--- src/rtl/scan_port_map.vh ---
// constants for the boundary-scan test port
`ifndef SCAN_PORT_MAP_VH
`define SCAN_PORT_MAP_VH
`define INS_EXTERNAL 4'h0
`define INS_SAMPLE 4'h1
`define INS_IDENT 4'h2
`define INS_CLAMP 4'h3
`define INS_FLOAT 4'h4
`define INS_PASS 4'hf
`define INS_CAPTURE_PAT 4'h1
`define IDENT_MARK 1'b1
`define ST_RESET 4'h0
`define ST_IDLE 4'h1
`define ST_SEL_DR 4'h2
`define ST_CAP_DR 4'h3
`define ST_SH_DR 4'h4
`define ST_EX1_DR 4'h5
`define ST_PA_DR 4'h6
`define ST_EX2_DR 4'h7
`define ST_UP_DR 4'h8
`define ST_SEL_IR 4'h9
`define ST_CAP_IR 4'ha
`define ST_SH_IR 4'hb
`define ST_EX1_IR 4'hc
`define ST_PA_IR 4'hd
`define ST_EX2_IR 4'he
`define ST_UP_IR 4'hf
`endif

--- src/rtl/scan_sync.v ---
// two-flop synchroniser for link pins and functional input pins
`timescale 1ns/1ps
`default_nettype none
module scan_sync #(
    parameter W = 4
) (
    // clock
    input wire i_mclk,
    input wire i_srst,
    input wire i_ce,
    // data
    input wire [W-1:0] i_async,
    output reg [W-1:0] o_sync
);
    reg [W-1:0] meta_q;
    always @(posedge i_mclk) begin
        if (i_srst) begin
            meta_q <= {W{1'b0}};
            o_sync <= {W{1'b0}};
        end else if (i_ce) begin
            meta_q <= i_async;
            o_sync <= meta_q;
        end
    end
endmodule // scan_sync
`default_nettype wire

--- src/rtl/scan_tap_fsm.v ---
// test access state machine
`timescale 1ns/1ps
`default_nettype none
`include "scan_port_map.vh"
module scan_tap_fsm (
    // clock
    input wire i_mclk,
    input wire i_srst,
    input wire i_ce,
    // link events
    input wire i_rise,
    input wire i_mode,
    input wire i_link_rst_n,
    // state
    output reg [3:0] o_state
);
    reg [3:0] state_d;
    always @* begin
        state_d = o_state;
        case (o_state)
            `ST_RESET: state_d = i_mode ? `ST_RESET : `ST_IDLE;
            `ST_IDLE: state_d = i_mode ? `ST_SEL_DR : `ST_IDLE;
            `ST_SEL_DR: state_d = i_mode ? `ST_SEL_IR : `ST_CAP_DR;
            `ST_CAP_DR: state_d = i_mode ? `ST_EX1_DR : `ST_SH_DR;
            `ST_SH_DR: state_d = i_mode ? `ST_EX1_DR : `ST_SH_DR;
            `ST_EX1_DR: state_d = i_mode ? `ST_UP_DR : `ST_PA_DR;
            `ST_PA_DR: state_d = i_mode ? `ST_EX2_DR : `ST_PA_DR;
            `ST_EX2_DR: state_d = i_mode ? `ST_UP_DR : `ST_SH_DR;
            `ST_UP_DR: state_d = i_mode ? `ST_SEL_DR : `ST_IDLE;
            `ST_SEL_IR: state_d = i_mode ? `ST_RESET : `ST_CAP_IR;
            `ST_CAP_IR: state_d = i_mode ? `ST_EX1_IR : `ST_SH_IR;
            `ST_SH_IR: state_d = i_mode ? `ST_EX1_IR : `ST_SH_IR;
            `ST_EX1_IR: state_d = i_mode ? `ST_UP_IR : `ST_PA_IR;
            `ST_PA_IR: state_d = i_mode ? `ST_EX2_IR : `ST_PA_IR;
            `ST_EX2_IR: state_d = i_mode ? `ST_UP_IR : `ST_SH_IR;
            `ST_UP_IR: state_d = i_mode ? `ST_SEL_DR : `ST_IDLE;
            default: state_d = `ST_RESET;
        endcase
    end
    always @(posedge i_mclk) begin
        if (i_srst) begin
            o_state <= `ST_RESET;
        end else if (i_ce) begin
            if (!i_link_rst_n) begin
                o_state <= `ST_RESET;
            end else if (i_rise) begin
                o_state <= state_d;
            end
        end
    end
endmodule // scan_tap_fsm
`default_nettype wire

--- src/rtl/boundary_scan_test_port.v ---
// boundary-scan test port top
`timescale 1ns/1ps
`default_nettype none
`include "scan_port_map.vh"
module boundary_scan_test_port #(
    parameter N_IN = 8,
    parameter N_OUT = 8,
    parameter [3:0] REV = 4'h1, // arbitrary value
    parameter [15:0] PART = 16'h1234, // arbitrary value
    parameter [10:0] VENDOR = 11'h055 // arbitrary value
) (
    // clock
    input wire i_mclk,
    input wire i_srst,
    input wire i_ce,
    // test link
    input wire i_tck,
    input wire i_tms,
    input wire i_tdi,
    input wire i_trst_n,
    output reg o_tdo,
    output reg o_tdo_oe,
    // functional pins
    input wire [N_IN-1:0] i_func_in,
    input wire [N_OUT-1:0] i_core_out,
    input wire i_core_oe,
    output reg [N_IN-1:0] o_core_in,
    output reg [N_OUT-1:0] o_pin_out,
    output reg o_pin_oe
);
    localparam NB = N_IN + N_OUT;
    // ------------------------------------------------------------
    // link sampling
    // ------------------------------------------------------------
    wire [3:0] link_s;
    wire [N_IN-1:0] func_s;
    reg tck_q;
    scan_sync #(.W(4)) u_link (
        .i_mclk(i_mclk),
        .i_srst(i_srst),
        .i_ce(i_ce),
        .i_async({i_tck, i_tms, i_tdi, i_trst_n}),
        .o_sync(link_s)
    );
    scan_sync #(.W(N_IN)) u_func (
        .i_mclk(i_mclk),
        .i_srst(i_srst),
        .i_ce(i_ce),
        .i_async(i_func_in),
        .o_sync(func_s)
    );
    wire tck_s = link_s[3];
    wire tms_s = link_s[2];
    wire tdi_s = link_s[1];
    wire trst_n_s = link_s[0];
    wire rise = tck_s & ~tck_q;
    wire fall = ~tck_s & tck_q;
    // ------------------------------------------------------------
    // state machine
    // ------------------------------------------------------------
    wire [3:0] state;
    scan_tap_fsm u_fsm (
        .i_mclk(i_mclk),
        .i_srst(i_srst),
        .i_ce(i_ce),
        .i_rise(rise),
        .i_mode(tms_s),
        .i_link_rst_n(trst_n_s),
        .o_state(state)
    );
    // ------------------------------------------------------------
    // scan registers
    // ------------------------------------------------------------
    reg [3:0] ins_sh_q;
    reg [3:0] scan_instruction_q;
    reg scan_passthrough_cell_q;
    reg [31:0] part_identity_q;
    reg [NB-1:0] chain_q;
    reg [NB-1:0] upd_q;
    wire [31:0] ident = {REV, PART, VENDOR, `IDENT_MARK};
    wire sel_chain = (scan_instruction_q == `INS_EXTERNAL) ||
                     (scan_instruction_q == `INS_SAMPLE);
    wire sel_ident = (scan_instruction_q == `INS_IDENT);
    wire drive_cells = (scan_instruction_q == `INS_EXTERNAL) ||
                       (scan_instruction_q == `INS_CLAMP);
    wire float_out = (scan_instruction_q == `INS_FLOAT);
    reg serial_d;
    always @* begin
        serial_d = scan_passthrough_cell_q;
        if (state == `ST_SH_IR) begin
            serial_d = ins_sh_q[0];
        end else if (sel_chain) begin
            serial_d = chain_q[0];
        end else if (sel_ident) begin
            serial_d = part_identity_q[0];
        end
    end
    always @(posedge i_mclk) begin
        if (i_srst) begin
            tck_q <= 1'b0;
            ins_sh_q <= 4'h0;
            scan_instruction_q <= `INS_IDENT;
            scan_passthrough_cell_q <= 1'b0;
            part_identity_q <= 32'h0000_0000;
            chain_q <= {NB{1'b0}};
            upd_q <= {NB{1'b0}};
            o_tdo <= 1'b0;
            o_tdo_oe <= 1'b0;
            o_core_in <= {N_IN{1'b0}};
            o_pin_out <= {N_OUT{1'b0}};
            o_pin_oe <= 1'b0;
        end else if (i_ce) begin
            tck_q <= tck_s;
            if (state == `ST_RESET) begin
                scan_instruction_q <= `INS_IDENT;
            end
            if (rise) begin
                case (state)
                    `ST_CAP_IR: ins_sh_q <= `INS_CAPTURE_PAT;
                    `ST_SH_IR: ins_sh_q <= {tdi_s, ins_sh_q[3:1]};
                    `ST_UP_IR: scan_instruction_q <= ins_sh_q;
                    `ST_CAP_DR: begin
                        scan_passthrough_cell_q <= 1'b0;
                        part_identity_q <= ident;
                        if (sel_chain) begin
                            chain_q <= {i_core_out, func_s};
                        end
                    end
                    `ST_SH_DR: begin
                        scan_passthrough_cell_q <= tdi_s;
                        part_identity_q <= {tdi_s, part_identity_q[31:1]};
                        if (sel_chain) begin
                            chain_q <= {tdi_s, chain_q[NB-1:1]};
                        end
                    end
                    `ST_UP_DR: begin
                        if (sel_chain) begin
                            upd_q <= chain_q;
                        end
                    end
                    default: begin
                    end
                endcase
            end
            if (fall) begin
                o_tdo <= serial_d;
                o_tdo_oe <= (state == `ST_SH_DR) ||
                            (state == `ST_SH_IR);
            end
            if (drive_cells) begin
                o_core_in <= upd_q[N_IN-1:0];
                o_pin_out <= upd_q[NB-1:N_IN];
                o_pin_oe <= 1'b1;
            end else begin
                o_core_in <= func_s;
                o_pin_out <= i_core_out;
                o_pin_oe <= float_out ? 1'b0 : i_core_oe;
            end
        end
    end
endmodule // boundary_scan_test_port
`default_nettype wire

--- config.mk ---
export PLATFORM = sky130hd
export DESIGN_NAME = boundary_scan_test_port
export DESIGN_NICKNAME = d
export VERILOG_FILES = /design/src/rtl/scan_sync.v /design/src/rtl/scan_tap_fsm.v /design/src/rtl/boundary_scan_test_port.v
export VERILOG_INCLUDE_DIRS = /design/src /design/src/rtl
export SDC_FILE = /design/constraint.sdc
export NUM_CORES = 1
export LEC_CHECK = 0
export ABC_CLOCK_PERIOD_IN_PS = 5400
export BUFFER_PORTS_ARGS = -buffer_cell sky130_fd_sc_hd__buf_2
export CAP_MARGIN = 10
export CORE_UTILIZATION = 45
export CTS_CLUSTER_SIZE = 25
export DETAILED_ROUTE_END_ITERATION = 10
export MAX_ROUTING_LAYER = met4
export PLACE_DENSITY_LB_ADDON = 0.12
export SYNTH_ARGS = -nofsm -noshare
export SYNTH_HDL_FRONTEND = slang
export SYNTH_SLANG_ARGS = --single-unit
--- constraint.sdc ---
create_clock -name i_mclk -period 5.4 [get_ports i_mclk]
set_input_delay 1.08 -clock i_mclk [delete_from_list [all_inputs] [get_ports i_mclk]]
set_output_delay 1.08 -clock i_mclk [all_outputs]
set_load 0.03 [all_outputs]
==> flow_summary_export.csv <==
group,metric,value,unit
floorplan,initial_util,0.472,
sta,fin_crit_sh,0.488,
pwr,power.clock.fraction,0.523,
route,detail-route-antenna-nets,0,
sta,final_worst_clock_skew,0.0135,ns
global_routing,top_usage_layer,"met1",
critical_path,timing.reg2reg.setup_slack,2.77,ns
floorplan,core_box_area,0.0105,sq mm
critical_path,worstPathArrival,3.06,ns
final_layout,antennaDiodeCount,0,
critical_path,worst_path_largest_cell_delay,0.78,ns
synthesis,ys_warn_count,0,
synthesis,async_flop_share,0,
pwr,share_seq_of_total_power,0.434,
placed_design,gp_congestion,0.713,
cts,buffers_inserted_by_post_cts_timing_repair,0,
final_layout,fillers,992,
cts,cts_made_buffers,17,
synthesis,ys_seq_area_frac,0.487,
global_routing,grt_start_max_net_pins,67,
floorplan,dieArea,0.0114,sq mm
placed_design,placed_cells,672,
pwr,internal-power,1.66,mW
critical_path,cp.required,5.83,ns
route,initialDrtViolationCount,163,
sta,setup_viol_count_final,0,
final_layout,most_common_cell_after_layout_fill_and_taps_aside,"nor2_1",
synthesis,yosysUniqueCellTypes,47,
cts,tritoncts_clock_tree,"built",
cts,cts_resized,0,
critical_path,critical_path_peak_fanout,25,
sta,fin_hold_ws,0.479,ns
worst_hold_path,hold_path.class,"flip-flop to flip-flop",
critical_path,r2r_cells,4,
route,drt_first_pass_iters,5,
synthesis,synth_enable_flop_cells,0,
sta,rsz_0062_raised_after_global_routing,"no",
critical_path,critical_path.startpoint,"u_fsm.o_state[2]",
final_layout,fraction_of_final_layout_cells_sized_beyond_drive_strength_1,0.168,
synthesis,postSynthAreaPerCell,9.29,sq um
cts,clock_tree.root_cell,"clkbuf_8",
pwr,irDropWorstVdd,0.157,mV
sta,finalHoldViolCount,0,
critical_path,cp-endpoint,"part_identity_q[24]",
critical_path,worst-setup-path-type,"flip-flop to flip-flop",
final_layout,final_core_util,0.549,
cts,cts_sinks,120,
final_layout,final_layout_net_count,579,
critical_path,crit_path_end_kind,"flip-flop",
global_routing,grt.met1_usage,0.271,
floorplan,die_h,107,um
critical_path,beginning_of_the_worst_register_to_register_path,"u_fsm.o_state[2]",
synthesis,synth_area,0.00493,sq mm
route,post_drt_via_cell_ratio,5.43,
pwr,comb_power_share,0.044,
cts,htree_num_levels,4,
sta,worst_slew_pin_slew,1.02,ns
global_routing,global_route.usage.met3,0.0644,
placed_design,dpl-instance-area,0.00516,sq mm
cts,clock_path_buffers,2,
pwr,net_switching,0.449,mW
synthesis,synth_top_flop_cell,"dfxtp_1",
global_routing,grt_first_pass_wirelength,17200,um
sta,fmax,380,MHz
final_layout,most_frequent_cells_in_the_layout,"nor2_1 (128), dfxtp_1 (120), mux2i_1 (57), buf_2 (41), nand2_1 (40)",
global_routing,global_route_track_usage_on_met2,0.269,
global_routing,globalRouteTotalUtil,0.197,
pwr,pwr_density_cell,367,mW/mm^2
synthesis,synth-seq-cells,120,
sta,min_period,2.63,ns
pwr,p_leak,2.38,nW
floorplan,num_rows,37,
route,detail_route.wirelength,10100,um
run_status,status,"finished, final reports clean",
synthesis,synth_cells,531,
synthesis,synth_net_count,555,
cts,worst_setup_hold_path_clk_slew,0.06,ns
critical_path,crit_path_start_kind,"flip-flop",
final_layout,final_cells,703,
sta,setup_tns,0,ns
final_layout,layout.cell_area.non_filler,0.00574,sq mm
global_routing,number_of_antenna_violations_at_the_first_check_in_global_routing,0,
critical_path,path_cells,"or4b_4 -> a21oi_1 -> nor2_1 -> nor3_1",
pwr,switching_share,0.213,
global_routing,globalRoute.totalOverflow,0,
placed_design,io_buffer_count,42,
route,routed_wire_length_per_instance,14.3,um
final_layout,area_growth,16.4,%
placed_design,place_hpwl,6190,um
route,drt_drc_violations_left,0,
cts,clock_insertion_delay_worst_skew,0.51,ns
floorplan,top_level_ports,43,
cts,cts_hold_buf,0,
floorplan,die_w,107,um
route,detailroute.via_count,3819,
sta,slew_headroom,0.321,
sta,slew_viol_final,0,
global_routing,via_count_of_the_first_global_routing_pass,3509,
critical_path,cp_slowest_cell,"dfxtp_1",
critical_path,reg2reg_to,"part_identity_q[24]",
job,drv.max_cap_violation_count,0,
==> metrics by stage <==
stage	setup slack (ns)	total power [mW]
2_1_floorplan	2.90	0.996
5_1_grt	2.52	2.18
6_report	2.77	2.11
4_1_cts	2.76	2.13
3_3_place_gp	2.59	1.02
3_5_place_dp	2.56	1.03
==> flip-flops by register name, indices dropped and copies added (netlist names), 4 cells and up <==
signal	flops
upd_q	16
u_func.o_sync	8
u_func.meta_q	8
part_identity_q	31
ins_sh_q	4
u_fsm.o_state	4
o_pin_out	8
o_core_in	8
u_link.o_sync	4
u_link.meta_q	4
scan_instruction_q	4
chain_q	16
==> kinds of logic after synthesis <==
family,share of synthesized area
compound gates,0.164
flops,0.487
xor+xnor,0.00355
simple gates,0.187
mux,0.116
buf+inv,0.0431
==> per-layer routing <==
layer,vias up,part of all wire
met4,0,0.014
met5,-,0
met3,14,0.045
met2,92,0.43
li1,1926,-
met1,1787,0.51
==> critical path, delay by kind of cell (launching register included) <==
| kind | cells | cell delay, ns |
|---|---|---|
| flops | 1 | 0.78 |
| compound gates | 1 | 0.76 |
| simple gates | 3 | 0.98 |
==> area by class of cell <==
class / count / area [sq um] / share of cell area
Sequential cell: 120 / 2400 / 0.418
Timing Repair Buffer: 48 / 258 / 0.0449
Clock buffer: 23 / 457 / 0.0795
Clock inverter: 8 / 121 / 0.0211
Tap cell: 136 / 170 / 0.0296
Multi-Input combinational cell: 364 / 2320 / 0.404
Inverter: 4 / 15.0 / 0.00261
==> worst min-delay path by stage <==
stage                                start                to  cells after the start
after floorplan           u_func.meta_q[0]  u_func.meta_q[0]                      2
final                         o_core_in[4]      o_core_in[4]                      2
after global routing          o_core_in[6]      o_core_in[6]                      2
after CTS                     o_core_in[4]      o_core_in[4]                      2
after detailed placement      o_pin_out[6]      o_pin_out[6]                      2
after global placement        o_pin_out[2]      o_pin_out[2]                      2
==> synth_stat cells, types with 2 or more instances <==
cell type	n	area [sq um]
nor2_1	128	480
dfxtp_1	120	2400
mux2i_1	57	571
nand2_1	40	150
clkbuf_1	25	93.8
a22oi_1	24	180
a211oi_1	18	135
nor3_1	16	80.1
a311oi_2	14	210
a21oi_1	9	45.0
buf_2	8	40.0
buf_1	6	22.5
nand2b_1	5	31.3
a311oi_1	4	35.0
inv_1	4	15.0
o21ai_0	4	20.0
a22o_1	3	26.3
buf_6	3	33.8
or3_1	3	18.8
a21o_1	2	15.0
a221o_1	2	20.0
nand3b_1	2	15.0
nand4_1	2	12.5
nand4b_1	2	17.5
nor2b_1	2	12.5
nor3b_1	2	15.0
nor4_1	2	12.5
o2bb2ai_1	2	17.5
o32ai_1	2	17.5
o41ai_1	2	17.5
xnor2_1	2	17.5
==> power groups by stage <==
stage | clock [mW] | combinational, mW | sequential [mW]
2_1_floorplan | 0 | 0.0513 | 0.945
3_3_place_gp | 0 | 0.0910 | 0.932
3_5_place_dp | 0 | 0.0929 | 0.932
4_1_cts | 1.12 | 0.0932 | 0.913
5_1_grt | 1.16 | 0.102 | 0.915
6_report | 1.10 | 0.0920 | 0.914
(Power assumes the default switching activity.)
